===== src/rtl/ssf_pkg.sv =====
// shared constants and types of the frame-sync and compare block
package ssf_pkg;
	// ****************************************
	// timing
	// ****************************************
	localparam int CLK_HZ = 25_000_000;
	localparam int BIT_HZ = 3_125_000;
	localparam int BIT_DIV = CLK_HZ / BIT_HZ;
	localparam int DIV_W = 4;
	localparam logic [DIV_W-1:0] BIT_DIV_M1 = DIV_W'(BIT_DIV - 1);

	// ****************************************
	// widths
	// ****************************************
	localparam int LEN_W = 8;
	localparam int CNT_W = 9;
	localparam int PER_W = 8;
	localparam int HIST_W = 256;
	localparam int DATA_W = 8;
	localparam int SHOLD_W = 32;
	localparam int SHOLD_IW = 5;
	localparam int STAT_W = 5;
	localparam logic [LEN_W-1:0] LEN_MAX = 8'hFF;
	localparam logic [2:0] DATA_LAST = 3'h7;
	localparam logic [CNT_W-1:0] DATA_LAST_CNT = 9'h007;
	localparam logic [CNT_W-1:0] SHOLD_CNT = 9'h020;

	// ****************************************
	// output shapes of a frame pin
	// ****************************************
	localparam logic [2:0] FS_NONE = 3'h0;
	localparam logic [2:0] FS_NEG_PULSE = 3'h1;
	localparam logic [2:0] FS_POS_PULSE = 3'h2;
	localparam logic [2:0] FS_LOW_DATA = 3'h3;
	localparam logic [2:0] FS_HIGH_DATA = 3'h4;
	localparam logic [2:0] FS_TOGGLE = 3'h5;

	// edge select: 0 rising, 1 falling
	localparam logic EDGE_RISE = 1'b0;

	// ****************************************
	// status bit positions
	// ****************************************
	localparam int ST_RX_SYNC = 0;
	localparam int ST_TX_SYNC = 1;
	localparam int ST_CMP0 = 2;
	localparam int ST_RX_RDY = 3;
	localparam int ST_TX_UNDER = 4;

	// ****************************************
	// types
	// ****************************************
	typedef struct packed {
		logic [2:0] sync_output_shape;
		logic [LEN_W-1:0] sync_length;
		logic [PER_W-1:0] period;
		logic sync_edge_select;
	} ssf_frame_cfg_t;

	typedef struct packed {
		logic [PER_W:0] per_cnt;
		logic [CNT_W-1:0] ph_cnt;
		logic in_pulse;
		logic in_data;
		logic tog;
	} ssf_gen_t;

	typedef enum logic [1:0] {RX_IDLE, RX_SYNC, RX_DATA} ssf_rx_st_t;
	typedef enum logic [1:0] {TX_IDLE, TX_SYNC, TX_DATA} ssf_tx_st_t;

	typedef struct packed {
		logic [DIV_W-1:0] div;
		logic tick;
		logic rxd_s1;
		logic rxd_s2;
		logic rf_s1;
		logic rf_s2;
		logic rf_d;
		logic tf_s1;
		logic tf_s2;
		logic tf_d;
		ssf_gen_t tg;
		ssf_gen_t rg;
		logic [HIST_W-1:0] hist;
		ssf_rx_st_t rx_st;
		logic [CNT_W-1:0] rx_cnt;
		logic [SHOLD_W-1:0] rx_sh;
		logic [SHOLD_W-1:0] rx_sync_hold;
		logic rx_sync_vld;
		logic [DATA_W-1:0] rx_word;
		logic rx_word_vld;
		ssf_tx_st_t tx_st;
		logic [CNT_W-1:0] tx_cnt;
		logic [DATA_W-1:0] tx_word;
		logic tx_data;
		logic take;
		logic [STAT_W-1:0] stat;
		logic irq;
		logic tf_o;
		logic tf_oe;
		logic rf_o;
		logic rf_oe;
	} ssf_state_t;
endpackage : ssf_pkg


===== src/rtl/ssf_buf2.sv =====
// two-entry word buffer with valid and ready on both sides
`timescale 1ns/1ns
module ssf_buf2 #(
	parameter int WIDTH = 8
) (
	// clock and reset
	input wire logic ref_clk,
	input wire logic srst,
	// filling side
	input wire logic in_valid,
	input wire logic [WIDTH-1:0] in_data,
	output logic in_ready,
	// draining side
	output logic out_valid,
	output logic [WIDTH-1:0] out_data,
	input wire logic out_ready
);
	typedef struct packed {
		logic [WIDTH-1:0] d0;
		logic [WIDTH-1:0] d1;
		logic [1:0] cnt;
		logic vld;
		logic rdy;
	} ssf_buf_st_t;

	localparam logic [1:0] CNT_ONE = 2'h1;
	localparam logic [1:0] CNT_TWO = 2'h2;

	ssf_buf_st_t st;
	ssf_buf_st_t nxt;
	logic push;
	logic pop;

	// handshakes use the registered flags, so a full buffer never overwrites
	assign push = in_valid & st.rdy;
	assign pop = out_ready & st.vld;

	// entry move and count
	always_comb begin
		nxt = st;
		unique case ({push, pop})
			2'b10: begin
				if (st.cnt == '0) begin
					nxt.d0 = in_data;
				end else begin
					nxt.d1 = in_data;
				end
				nxt.cnt = st.cnt + CNT_ONE;
			end
			2'b01: begin
				nxt.d0 = st.d1;
				nxt.cnt = st.cnt - CNT_ONE;
			end
			2'b11: begin
				// push only possible below two, so head is replaced or shifted in
				if (st.cnt == CNT_ONE) begin
					nxt.d0 = in_data;
				end else begin
					nxt.d0 = st.d1;
					nxt.d1 = in_data;
				end
			end
			2'b00: begin
			end
		endcase
		nxt.vld = (nxt.cnt != '0);
		nxt.rdy = (nxt.cnt != CNT_TWO);
	end

	// state register
	always_ff @(posedge ref_clk) begin
		if (srst) begin
			st <= '0;
			st.rdy <= 1'b1;
		end else begin
			st <= nxt;
		end
	end

	assign in_ready = st.rdy;
	assign out_valid = st.vld;
	assign out_data = st.d0;
endmodule : ssf_buf2


===== src/rtl/ssf_top.sv =====
// frame-sync generation, sync data, edge flags and compare-0 start
//
// Functional notes
// frame pins follow per-direction shape: level during data, pulse, or toggle.
// pulse shapes last sync_length plus one bit times, one to 256.
// frames repeat per direction at the period divider setting.
// during sync, rx samples data into holding, tx shifts holding out.
// bits sampled or shifted during sync equal the sync length plus one.
// rx sync data reaches its holding register through the shift register.
// tx sends sync data only when sync_data_enable is set.
// normal data follows sync data, sync bits come from the holding register.
// selected edge on a frame pin sets its sync-seen status flag.
// compared bit count follows the sync length, at most 256.
// compare always uses the most recently received bits.
// with compare-0 start, every new sample is compared to the pattern.
// each interrupt source has its own mask bit.
// interrupt output high while any source is pending and unmasked.
// status output reports which sources are pending.
// compare-0 match while the receiver is idle starts a new data word at the next sample.
`timescale 1ns/1ns
module ssf_top (
	// clock and reset
	input wire logic ref_clk,
	input wire logic srst,
	// frame configuration
	input wire ssf_pkg::ssf_frame_cfg_t rx_frame_mode_reg,
	input wire ssf_pkg::ssf_frame_cfg_t tx_frame_mode_reg,
	input wire logic sync_data_enable,
	input wire logic rx_start_on_cmp0,
	input wire logic [ssf_pkg::HIST_W-1:0] compare_zero_pattern_reg,
	input wire logic [ssf_pkg::SHOLD_W-1:0] tx_sync_hold,
	// serial data pins
	input wire logic rx_data_pin,
	output logic tx_data_pin,
	// frame pins, two-way
	input wire logic tx_frame_pin_i,
	output logic tx_frame_pin_o,
	output logic tx_frame_pin_oe,
	input wire logic rx_frame_pin_i,
	output logic rx_frame_pin_o,
	output logic rx_frame_pin_oe,
	// transmit words
	input wire logic tx_word_valid,
	input wire logic [ssf_pkg::DATA_W-1:0] tx_word,
	output logic tx_word_ready,
	// received words and sync tag
	output logic [ssf_pkg::DATA_W-1:0] rx_word,
	output logic rx_word_valid,
	output logic [ssf_pkg::SHOLD_W-1:0] rx_sync_hold,
	output logic rx_sync_valid,
	// status and interrupt
	input wire logic [ssf_pkg::STAT_W-1:0] status_clear,
	input wire logic [ssf_pkg::STAT_W-1:0] irq_mask,
	output logic [ssf_pkg::STAT_W-1:0] serial_status_reg,
	output logic irq
);
	import ssf_pkg::*;

	ssf_state_t st;
	ssf_state_t nxt;
	logic buf_valid;
	logic [DATA_W-1:0] buf_data;

	// ****************************************
	// helper functions
	// ****************************************

	// true when the selected edge is seen between two synced samples
	function automatic logic edge_hit(input logic cur, input logic prev, input logic sel);
		if (sel == EDGE_RISE) begin
			return cur & ~prev;
		end
		return prev & ~cur;
	endfunction : edge_hit

	// a frame period begins when the counter runs out
	function automatic logic gen_start(input ssf_gen_t g, input ssf_frame_cfg_t c);
		return (c.period != '0) && (g.per_cnt == '0);
	endfunction : gen_start

	// one bit time of a frame generator
	function automatic ssf_gen_t gen_step(input ssf_gen_t g, input ssf_frame_cfg_t c);
		ssf_gen_t n;
		n = g;
		if (c.period == '0) begin
			// period zero means no frame is generated
			n.per_cnt = '0;
			n.in_pulse = 1'b0;
			n.in_data = 1'b0;
		end else if (g.per_cnt == '0) begin
			n.per_cnt = {c.period, 1'b1};
			n.in_pulse = 1'b1;
			n.in_data = 1'b0;
			n.ph_cnt = '0;
			n.tog = ~g.tog;
		end else begin
			n.per_cnt = g.per_cnt - (PER_W+1)'(1);
			if (g.in_pulse) begin
				if (g.ph_cnt == {1'b0, c.sync_length}) begin
					n.in_pulse = 1'b0;
					n.in_data = 1'b1;
					n.ph_cnt = '0;
				end else begin
					n.ph_cnt = g.ph_cnt + CNT_W'(1);
				end
			end else if (g.in_data) begin
				if (g.ph_cnt == DATA_LAST_CNT) begin
					n.in_data = 1'b0;
				end else begin
					n.ph_cnt = g.ph_cnt + CNT_W'(1);
				end
			end
		end
		return n;
	endfunction : gen_step

	// pin level for a shape; idle level of active-low shapes is high
	function automatic logic frame_level(input logic [2:0] shape, input ssf_gen_t g);
		unique case (shape)
			FS_NEG_PULSE: return ~g.in_pulse;
			FS_POS_PULSE: return g.in_pulse;
			FS_LOW_DATA: return ~g.in_data;
			FS_HIGH_DATA: return g.in_data;
			FS_TOGGLE: return g.tog;
			default: return 1'b0;
		endcase
	endfunction : frame_level

	// pattern equality over the newest sync_length plus one bits
	function automatic logic cmp_match(input logic [HIST_W-1:0] h,
		input logic [HIST_W-1:0] p, input logic [LEN_W-1:0] len);
		logic [HIST_W-1:0] m;
		m = {HIST_W{1'b1}} >> (LEN_MAX - len);
		return ((h ^ p) & m) == '0;
	endfunction : cmp_match

	// sync tag bit k, sent from bit sync_length down to bit zero
	function automatic logic sync_bit(input logic [SHOLD_W-1:0] hold,
		input logic [LEN_W-1:0] len, input logic [CNT_W-1:0] k);
		logic [CNT_W-1:0] i;
		i = {1'b0, len} - k;
		if (i < SHOLD_CNT) begin
			return hold[i[SHOLD_IW-1:0]];
		end
		return 1'b0;
	endfunction : sync_bit

	// ****************************************
	// transmit word buffer
	// ****************************************

	// the transmitter drains one word per frame, so a slow frame back-pressures the source
	ssf_buf2 #(
		.WIDTH(DATA_W)
	) u_tx_buf (
		.ref_clk(ref_clk),
		.srst(srst),
		.in_valid(tx_word_valid),
		.in_data(tx_word),
		.in_ready(tx_word_ready),
		.out_valid(buf_valid),
		.out_data(buf_data),
		.out_ready(st.take)
	);

	// ****************************************
	// next state
	// ****************************************
	always_comb begin
		logic [STAT_W-1:0] set;
		logic [HIST_W-1:0] hist_n;
		logic rf_edge;
		logic tf_edge;
		logic tx_start;
		logic cmp_hit;
		logic [SHOLD_W-1:0] sh_n;
		set = '0;
		rf_edge = 1'b0;
		tf_edge = 1'b0;
		tx_start = 1'b0;
		cmp_hit = 1'b0;
		sh_n = '0;
		hist_n = st.hist;
		nxt = st;
		nxt.take = 1'b0;
		nxt.rx_word_vld = 1'b0;
		nxt.rx_sync_vld = 1'b0;

		// two-flop synchronisers for every pin input
		nxt.rxd_s1 = rx_data_pin;
		nxt.rxd_s2 = st.rxd_s1;
		nxt.rf_s1 = rx_frame_pin_i;
		nxt.rf_s2 = st.rf_s1;
		nxt.rf_d = st.rf_s2;
		nxt.tf_s1 = tx_frame_pin_i;
		nxt.tf_s2 = st.tf_s1;
		nxt.tf_d = st.tf_s2;

		// bit-time enable from the reference clock
		nxt.tick = (st.div == BIT_DIV_M1);
		nxt.div = nxt.tick ? '0 : st.div + DIV_W'(1);

		// edge sets flags
		rf_edge = edge_hit(st.rf_s2, st.rf_d, rx_frame_mode_reg.sync_edge_select);
		tf_edge = edge_hit(st.tf_s2, st.tf_d, tx_frame_mode_reg.sync_edge_select);
		set[ST_RX_SYNC] = rf_edge;
		set[ST_TX_SYNC] = tf_edge;

		// periodic frame timing
		tx_start = st.tick && gen_start(st.tg, tx_frame_mode_reg);
		if (st.tick) begin
			// pulse length count
			nxt.tg = gen_step(st.tg, tx_frame_mode_reg);
			nxt.rg = gen_step(st.rg, rx_frame_mode_reg);
		end

		// frame pin waveform
		nxt.tf_o = frame_level(tx_frame_mode_reg.sync_output_shape, nxt.tg);
		nxt.tf_oe = (tx_frame_mode_reg.sync_output_shape != FS_NONE);
		nxt.rf_o = frame_level(rx_frame_mode_reg.sync_output_shape, nxt.rg);
		nxt.rf_oe = (rx_frame_mode_reg.sync_output_shape != FS_NONE);

		// newest bit enters at the bottom
		if (st.tick) begin
			hist_n = {st.hist[HIST_W-2:0], st.rxd_s2};
			nxt.hist = hist_n;
		end
		// compare length
		// compare every sample
		cmp_hit = st.tick && rx_start_on_cmp0 &&
			cmp_match(hist_n, compare_zero_pattern_reg, rx_frame_mode_reg.sync_length);
		set[ST_CMP0] = cmp_hit;

		// receiver
		sh_n = {st.rx_sh[SHOLD_W-2:0], st.rxd_s2};
		unique case (st.rx_st)
			RX_IDLE: begin
				if (cmp_hit) begin
					// match starts word
					nxt.rx_st = RX_DATA;
					nxt.rx_cnt = '0;
				end else if (!rx_start_on_cmp0 && rf_edge) begin
					nxt.rx_st = RX_SYNC;
					nxt.rx_cnt = '0;
					nxt.rx_sh = '0;
				end
			end
			RX_SYNC: begin
				if (st.tick) begin
					// sample into holding
					nxt.rx_sh = sh_n;
					// sync bit count
					if (st.rx_cnt == {1'b0, rx_frame_mode_reg.sync_length}) begin
						// via shift register
						nxt.rx_sync_hold = sh_n;
						nxt.rx_sync_vld = 1'b1;
						nxt.rx_st = RX_DATA;
						nxt.rx_cnt = '0;
					end else begin
						nxt.rx_cnt = st.rx_cnt + CNT_W'(1);
					end
				end
			end
			RX_DATA: begin
				if (st.tick) begin
					nxt.rx_sh = sh_n;
					if (st.rx_cnt == DATA_LAST_CNT) begin
						nxt.rx_word = sh_n[DATA_W-1:0];
						nxt.rx_word_vld = 1'b1;
						set[ST_RX_RDY] = 1'b1;
						nxt.rx_st = RX_IDLE;
					end else begin
						nxt.rx_cnt = st.rx_cnt + CNT_W'(1);
					end
				end
			end
		endcase

		// transmitter; a new frame restarts it so it never drifts from the pin
		if (tx_start) begin
			nxt.tx_st = TX_SYNC;
			nxt.tx_cnt = '0;
			// sync data gated
			nxt.tx_data = sync_data_enable &&
				sync_bit(tx_sync_hold, tx_frame_mode_reg.sync_length, '0);
		end else if (st.tick) begin
			unique case (st.tx_st)
				TX_IDLE: begin
					nxt.tx_data = 1'b0;
				end
				TX_SYNC: begin
					// shifted bit count
					if (st.tx_cnt == {1'b0, tx_frame_mode_reg.sync_length}) begin
						// normal data follows
						nxt.tx_st = TX_DATA;
						nxt.tx_cnt = '0;
						nxt.tx_word = buf_valid ? buf_data : '0;
						nxt.take = buf_valid;
						nxt.tx_data = buf_valid && buf_data[DATA_LAST];
						set[ST_TX_UNDER] = ~buf_valid;
					end else begin
						nxt.tx_cnt = st.tx_cnt + CNT_W'(1);
						// holding to shifter
						nxt.tx_data = sync_data_enable &&
							sync_bit(tx_sync_hold, tx_frame_mode_reg.sync_length,
							nxt.tx_cnt);
					end
				end
				TX_DATA: begin
					if (st.tx_cnt == DATA_LAST_CNT) begin
						nxt.tx_st = TX_IDLE;
						nxt.tx_data = 1'b0;
					end else begin
						nxt.tx_cnt = st.tx_cnt + CNT_W'(1);
						nxt.tx_data = st.tx_word[DATA_LAST - nxt.tx_cnt[2:0]];
					end
				end
			endcase
		end

		// pending sources, a set in the clear cycle wins
		nxt.stat = (st.stat & ~status_clear) | set;
		// per-source mask
		// any pending unmasked
		nxt.irq = |(nxt.stat & irq_mask);
	end

	// ****************************************
	// state register
	// ****************************************
	always_ff @(posedge ref_clk) begin
		if (srst) begin
			st <= '0;
		end else begin
			st <= nxt;
		end
	end

	// ****************************************
	// outputs, all from flops
	// ****************************************
	assign tx_data_pin = st.tx_data;
	assign tx_frame_pin_o = st.tf_o;
	assign tx_frame_pin_oe = st.tf_oe;
	assign rx_frame_pin_o = st.rf_o;
	assign rx_frame_pin_oe = st.rf_oe;
	assign rx_word = st.rx_word;
	assign rx_word_valid = st.rx_word_vld;
	assign rx_sync_hold = st.rx_sync_hold;
	assign rx_sync_valid = st.rx_sync_vld;
	assign serial_status_reg = st.stat;
	assign irq = st.irq;
endmodule : ssf_top


===== config.mk =====
export PLATFORM = sky130hd
export DESIGN_NAME = ssf_top
export DESIGN_NICKNAME = d
export VERILOG_FILES = /design/src/rtl/ssf_pkg.sv /design/src/rtl/ssf_buf2.sv /design/src/rtl/ssf_top.sv
export SDC_FILE = /design/constraint.sdc
export NUM_CORES = 1
export LEC_CHECK = 0
export ABC_AREA = 1
export BUFFER_PORTS_ARGS = -buffer_cell sky130_fd_sc_hd__buf_2
export CELL_PAD_IN_SITES_DETAIL_PLACEMENT = 0
export CELL_PAD_IN_SITES_GLOBAL_PLACEMENT = 1
export CORE_UTILIZATION = 43
export CTS_CLUSTER_DIAMETER = 150
export DETAILED_ROUTE_END_ITERATION = 10
export HOLD_SLACK_MARGIN = 0.08
export PLACE_DENSITY = 0.89
export RECOVER_POWER = 25
export SETUP_SLACK_MARGIN = 0.2
export SLEW_MARGIN = 10
export SYNTH_ARGS = -nofsm -noshare
export SYNTH_HDL_FRONTEND = slang
export SYNTH_SLANG_ARGS = --single-unit

===== constraint.sdc =====
create_clock -name ref_clk -period 5.18 [get_ports ref_clk]
set_input_delay 0.259 -clock ref_clk [delete_from_list [all_inputs] [get_ports ref_clk]]
set_output_delay 0.259 -clock ref_clk [all_outputs]
set_load 0.03 [all_outputs]

==> impl_metrics.toml, run 1 <==
[timing]
setup_tns_ns = 0
slew_headroom_pct = -130.5
max_freq_mhz = 214.8
fin_crit_ns = 4.655
timing_max_transition_violations_final = 148
hold_viol_final = 0
worst_pin_slew_ns = 3.457
setup_violations = 0
finClkSkew_ns = 0.01562
rsz0062_at_grt = "false"
period_share_pct = 89.86
worst_hold_slack_ns = 0.1096

[detailed_routing]
dr_total_vias = 30036
routed_wl_um = 105800
wire_per_inst_um = 18.07
dr.pass1.iters = 6
vias_per_cell = 5.132
route.detailed.drc = 0
drtIter0Drc = 2788
ant_nets = 0

[synth]
synth_area_mm2 = 0.02765
synthArstFlopShare_pct = 0
synthXorXnorAreaFrac_pct = 2.503
synth-simple-area-share_pct = 39.48
netlist.area_leader.share_pct = 32.29
synthCells = 4656
synth_top_family_by_area = "simple AND/OR/NAND/NOR gates"
yosys.cell_types.count = 48
ys_warn_count = 0
yosys-top-cells-area = "dfxtp_1, nand2_1, inv_1, nand3_1, nor2_1"
synth_flop_cell = "dfxtp_1"
synth_fp_nets = 5033
synth_compound_area_share_pct = 12.22
synth_area_per_cell_um2 = 5.938
yosysTopAreaCell = "dfxtp_1"
synth_seq_area_share_pct = 32.29
synth-adder-area-share_pct = 1.068
synth_seq_cells = 446
muxShareOfSynthArea_pct = 0.1448
synth-edff-count = 0

[critical_path]
crit_type = "flop to flop"
reg2reg_to = "irq$_SDFF_PP0_"
reg2regPathDepth = 20
crit_path_start_kind = "flop"
endpoint_kind = "flop"
startpoint = "st[422]$_SDFF_PP0_"
worstPathMaxFanout = 85
crit_end = "irq$_SDFF_PP0_"
r2r_slack_ns = 0.53
worstPathArrival_ns = 5.21
required_ns = 5.73
r2r_start = "st[422]$_SDFF_PP0_"

[final_layout]
nets = 5334
drive_above_1_share_pct = 10.25
multi_input_area_mm2 = 0.01533
ff_latch_area_mm2 = 0.008929
stdcell_count = 5853
top_register = "st"
layout-area-overhead-vs-synth_pct = 15.47
nFillCells = 6815
fin_area_mm2 = 0.03192
largest_reg_flops = 368

[outcome]
status = "complete, but fails checks"
violations = "max-capacitance violations, max-slew violations"

[floorplanning]
start_util_pct = 43.67
io_pins = 408
rows = 92
core_mm2 = 0.06331
dieArea_mm2 = 0.06532
die_height_um = 255.6
die_x_um = 255.6

[clocking]
clk_pin_slew_ns = 0.06
clock_latency_ns = 0.61
cts_tree = "built"
cts_buffers = 52
cts_max_level = 2
clock-sinks = 446
cts_root_buf = "clkbuf_16"
post_cts_buffers = 0
ctsLongestPathBuffers = 3

[global_route]
grt_max_degree = 164
grt_overflow = 0
grt_pass1_vias = 27082
grt.total_usage_pct = 31.21
antenna_found_initial = 10
grt_pass1_wl_um = 158300

[pwr]
clkPwrFrac_pct = 40.8
p_comb_share_pct = 18.3
powerDensity_mw_per_mm2 = 286.5
seqPwrFrac_pct = 40.9
swShare_pct = 30.87
p_total_w = 0.009145
peakVddDrop_mv = 0.2442
p_switching_w = 0.002823
leakagePower_nw = 15.63
intPower_w = 0.006322

[min_path]
min_path_type = "primary input to flop"

[placed_design]
place_hpwl_um = 81950
dp_cells = 5706
place_area_mm2 = 0.02981
place_congestion = 1.056
io_buffers = 407

[job]
cap_viol_max_count = 1
-- per-layer routing --
layer / routed length, um / GRT usage (%) / vias up
met5: 9 / 0 / -
met4: 2812 / 8.899 / 2
met3: 8125 / 5.031 / 175
met2: 46800 / 49.50 / 1097
met1: 48030 / 43.48 / 13627
li1: - / - / 15135
-- cells in the final DEF, fill, tap and decap left out, types with 10 or more instances in the layout --
master	count
nand2_1	1752
inv_1	584
dfxtp_1	446
nor2_1	422
buf_2	352
nand3_1	323
a21oi_1	257
o21ai_0	250
nand3b_1	75
clkbuf_1	63
clkbuf_16	52
xor2_1	43
dlygate4sd3_1	43
xnor2_1	36
o211ai_1	36
or2_2	22
ha_1	22
nand4_1	21
nor3_1	20
o21ai_1	19
clkbuf_8	17
buf_4	15
o22ai_1	12
o21ai_2	12
diode_2	10
-- timing repair --
item | 4_1_cts | 5_1_grt
hold buffers | 43 | 0
hold endpoints to repair | 73 | 0
resized for setup | 0 | 0
-- kinds of logic after synthesis --
group | after synthesis
buffers and inverters | 816
AND/OR/NAND/NOR | 2665
multiplexers | 4
adder cells (fa/ha/maj) | 23
AO/OA/AOI/OAI | 623
XOR/XNOR | 79
flip-flops | 446
-- area by class of cell --
type,instances,share of cell area [%]
Antenna cell,10,0.07839
Clock buffer,78,4.915
Timing Repair Buffer,470,8.168
Tap cell,846,3.316
Sequential cell,446,27.97
Multi-Input combinational cell,3394,48.01
Inverter,593,6.988
Clock inverter,16,0.5565
-- worst max-delay path: stages (launching register included) --
cell,delay (ns)
dfxtp_1,0.49
inv_6,0.57
buf_4,0.45
nand2_1,0.15
nand3_1,0.09
nand2_1,0.09
nand2_1,0.07
nand2_1,0.05
nor2_1,0.28
nand2_1,0.10
nor2_1,0.13
nand2_1,0.07
nor2_1,0.13
nand3_1,0.16
nand2_1,0.12
nand2_2,0.12
o21ai_0,0.14
nand3_1,0.11
dlygate4sd3_1,0.58
o21ai_0,0.07
dlygate4sd3_1,0.55
-- Yosys cell counts (13+ instances only) --
cell / instances
nand3b_1: 75
nor3_1: 20
xnor2_1: 36
nor2_1: 423
o21ai_2: 13
o21ai_1: 20
inv_1: 585
o211ai_1: 36
clkbuf_1: 88
o21ai_0: 248
nand3_1: 323
nand4_1: 21
or2_2: 22
a21oi_1: 257
buf_2: 64
dfxtp_1: 446
nand2_1: 1753
buf_4: 60
xor2_1: 43
ha_1: 22
-- worst min-delay path by stage --
stage | from | endpoint | slack [ns] | cells after the start
after CTS | rx_frame_mode_reg[0] | serial_status_reg[0]$_SDFF_PP0_ | 0.09 | 5
after global placement | nxt[418]$_SDFF_PP0_ | nxt[417]$_SDFF_PP0_ | 0.39 | 2
after floorplan | srst | st[10]$_SDFF_PP0_ | 0.35 | 1
after global routing | rx_frame_mode_reg[0] | serial_status_reg[0]$_SDFF_PP0_ | 0.15 | 5
final | rx_frame_mode_reg[0] | serial_status_reg[0]$_SDFF_PP0_ | 0.11 | 5
after detailed placement | nxt[415]$_SDFF_PP0_ | nxt[414]$_SDFF_PP0_ | 0.40 | 2
-- power by group through the flow --
stage | clock, W | sequential (W) | combinational (W)
4_1_cts | 0.00379 | 0.00373 | 0.00165
3_3_place_gp | 0 | 0.00381 | 0.00162
5_1_grt | 0.00394 | 0.00376 | 0.00185
2_1_floorplan | 0 | 0.00377 | 0.00106
3_5_place_dp | 0 | 0.00381 | 0.00162
6_report | 0.00373 | 0.00374 | 0.00168
-- stage by stage --
stage	util [%]	setup WS (ns)
floorplan	-	2.400
global placement	47.09	1.547
detailed placement	47.09	1.618
CTS	50.53	0.8359
global route	50.41	0.2663
finish	50.42	0.5253
No activity file was read; power rests on OpenSTA's default activity.
==> run 2, diff against run 1 <==
==> constraint.sdc (replaced) <==
create_clock -name ref_clk -period 5.18 [get_ports ref_clk]
set_input_delay 0.259 -clock ref_clk [delete_from_list [all_inputs] [get_ports ref_clk]]
set_output_delay 0.259 -clock ref_clk [all_outputs]
set_load 0.005 [all_outputs]
==> run 2 against run 1 <==
  * The flow still finishes with violations (max-capacitance violations, max-slew violations)
  * Count of clock-buffer cells in the layout unchanged
  * Combinational power about the same
  * Wire length about the same
  * Highest routed layer unchanged
==> impl_metrics.toml, run 2 (same netlist as run 1, synthesis figures left out) <==
[critical_path]
worstPathArrival_ns = 5.23
endpoint_kind = "flop"
crit_path_start_kind = "flop"
worstPathMaxFanout = 85
required_ns = 5.73
crit_type = "flop to flop"

[clocking]
cts_buffers = 52
ctsLongestPathBuffers = 3
cts_root_buf = "clkbuf_16"
cts_tree = "built"
clk_pin_slew_ns = 0.06
clock_latency_ns = 0.61
clock-sinks = 446
cts_max_level = 2

[placed_design]
place_congestion = 1.056
io_buffers = 407
place_hpwl_um = 81950

[final_layout]
nFillCells = 6802
layout_common_cells = "nand2_1, inv_1, dfxtp_1"
final_common_cell = "nand2_1"
drive_above_1_share_pct = 10.91
top_register = "st"
layout-area-overhead-vs-synth_pct = 15.60
largest_reg_flops = 368
nets = 5334

[floorplanning]
start_util_pct = 43.67
die_height_um = 255.6
dieArea_mm2 = 0.06532
core_mm2 = 0.06331
die_x_um = 255.6
rows = 92
io_pins = 408

[detailed_routing]
route.detailed.drc = 0
dr.pass1.iters = 5
wire_per_inst_um = 18.08
dr_total_vias = 29927
ant_nets = 0
vias_per_cell = 5.115
drtIter0Drc = 2803
routed_wl_um = 105800

[global_route]
grt_pass1_wl_um = 158300
antenna_found_initial = 10
grt_pass1_vias = 27082
grt_max_degree = 164
grt.total_usage_pct = 31.21
grt_overflow = 0

[pwr]
p_total_w = 0.009136
powerDensity_mw_per_mm2 = 285.9
leakagePower_nw = 15.78
peakVddDrop_mv = 0.2448

[timing]
worst_pin_slew_ns = 3.470
setup_violations = 0
slew_headroom_pct = -131.4
finClkSkew_ns = 0.01726
timing_max_transition_violations_final = 148
hold_viol_final = 0
max_freq_mhz = 214.0
rsz0062_at_grt = "false"
worst_hold_slack_ns = 0.1103
period_share_pct = 90.20
fin_crit_ns = 4.672
setup_tns_ns = 0

[outcome]
violations = "max-capacitance violations, max-slew violations"
status = "complete, but fails checks"

[job]
cap_viol_max_count = 1

[min_path]
min_path_type = "primary input to flop"
## run 2: cell types whose count changed in the layout (fill, tap and decap cells not counted)
cell	previous run	this run
clkbuf_1	63	28
buf_2	352	385
buf_1	0	2
diode_2	10	8
## run 2: metrics by stage
step / utilization [%] / setup slack (ns) / std cells / area, um2
2_1_floorplan: - / 2.400 / 4656 / 27650
3_3_place_gp: 47.09 / 1.547 / 5706 / 29810
3_5_place_dp: 47.09 / 1.618 / 5706 / 29810
4_1_cts: 50.53 / 0.8359 / 5843 / 31990
5_1_grt: 50.47 / 0.2663 / 5848 / 31950
6_report: 50.48 / 0.5078 / 5851 / 31960
## run 2: power breakdown
part           internal (W)  switching [W]
Combinational      0.000526        0.00115
Clock               0.00219        0.00153
Sequential          0.00360       0.000134
## run 2: final cells by class
| type | count | area, um2 | share of cell area [%] |
|---|---|---|---|
| antenna | 8 | 20.02 | 0.06264 |
| clock buffer | 78 | 1569 | 4.909 |
| clock inverter | 16 | 177.7 | 0.5559 |
| inverter | 593 | 2231 | 6.980 |
| multi-input combinational | 3394 | 15330 | 47.96 |
| sequential | 446 | 8929 | 27.94 |
| tap | 846 | 1059 | 3.312 |
| timing repair buffer | 470 | 2649 | 8.288 |
## run 2: repair_timing
item	4_1_cts	5_1_grt
buffers inserted	0	0
hold buffers	43	0
resized for setup	0	0
endpoints found under the hold margin	73	0
## run 2: layer usage
layer | GRT usage [%] | vias to the layer above | wire length [um]
li1 | - | 15141 | -
met1 | 43.48 | 13520 | 47480
met2 | 49.50 | 1095 | 46850
met3 | 5.031 | 169 | 8594
met4 | 8.899 | 2 | 2843
met5 | 0 | - | 9
## run 2: critical path, stage by stage (launching register included)
cell and delay (ns):
dfxtp_1 0.49, inv_6 0.58, buf_4 0.45, nand2_1 0.15, nand3_1 0.09, nand2_1 0.09, nand2_1 0.07, nand2_1 0.05
nor2_1 0.30, nand2_1 0.10, nor2_1 0.13, nand2_1 0.07, nor2_1 0.12, nand3_1 0.16, nand2_1 0.12, nand2_2 0.12
o21ai_0 0.14, nand3_1 0.11, dlygate4sd3_1 0.58, o21ai_0 0.07, dlygate4sd3_1 0.55
## run 2: path summary, 6_finish.rpt
path         depth (start not counted)  slack [ns]                               to                 start
max                                 20        0.51                   irq$_SDFF_PP0_    st[422]$_SDFF_PP0_
min reg2reg                          2        0.41              nxt[414]$_SDFF_PP0_   nxt[415]$_SDFF_PP0_
max reg2reg                         20        0.51                   irq$_SDFF_PP0_    st[422]$_SDFF_PP0_
min                                  5        0.11  serial_status_reg[0]$_SDFF_PP0_  rx_frame_mode_reg[0]
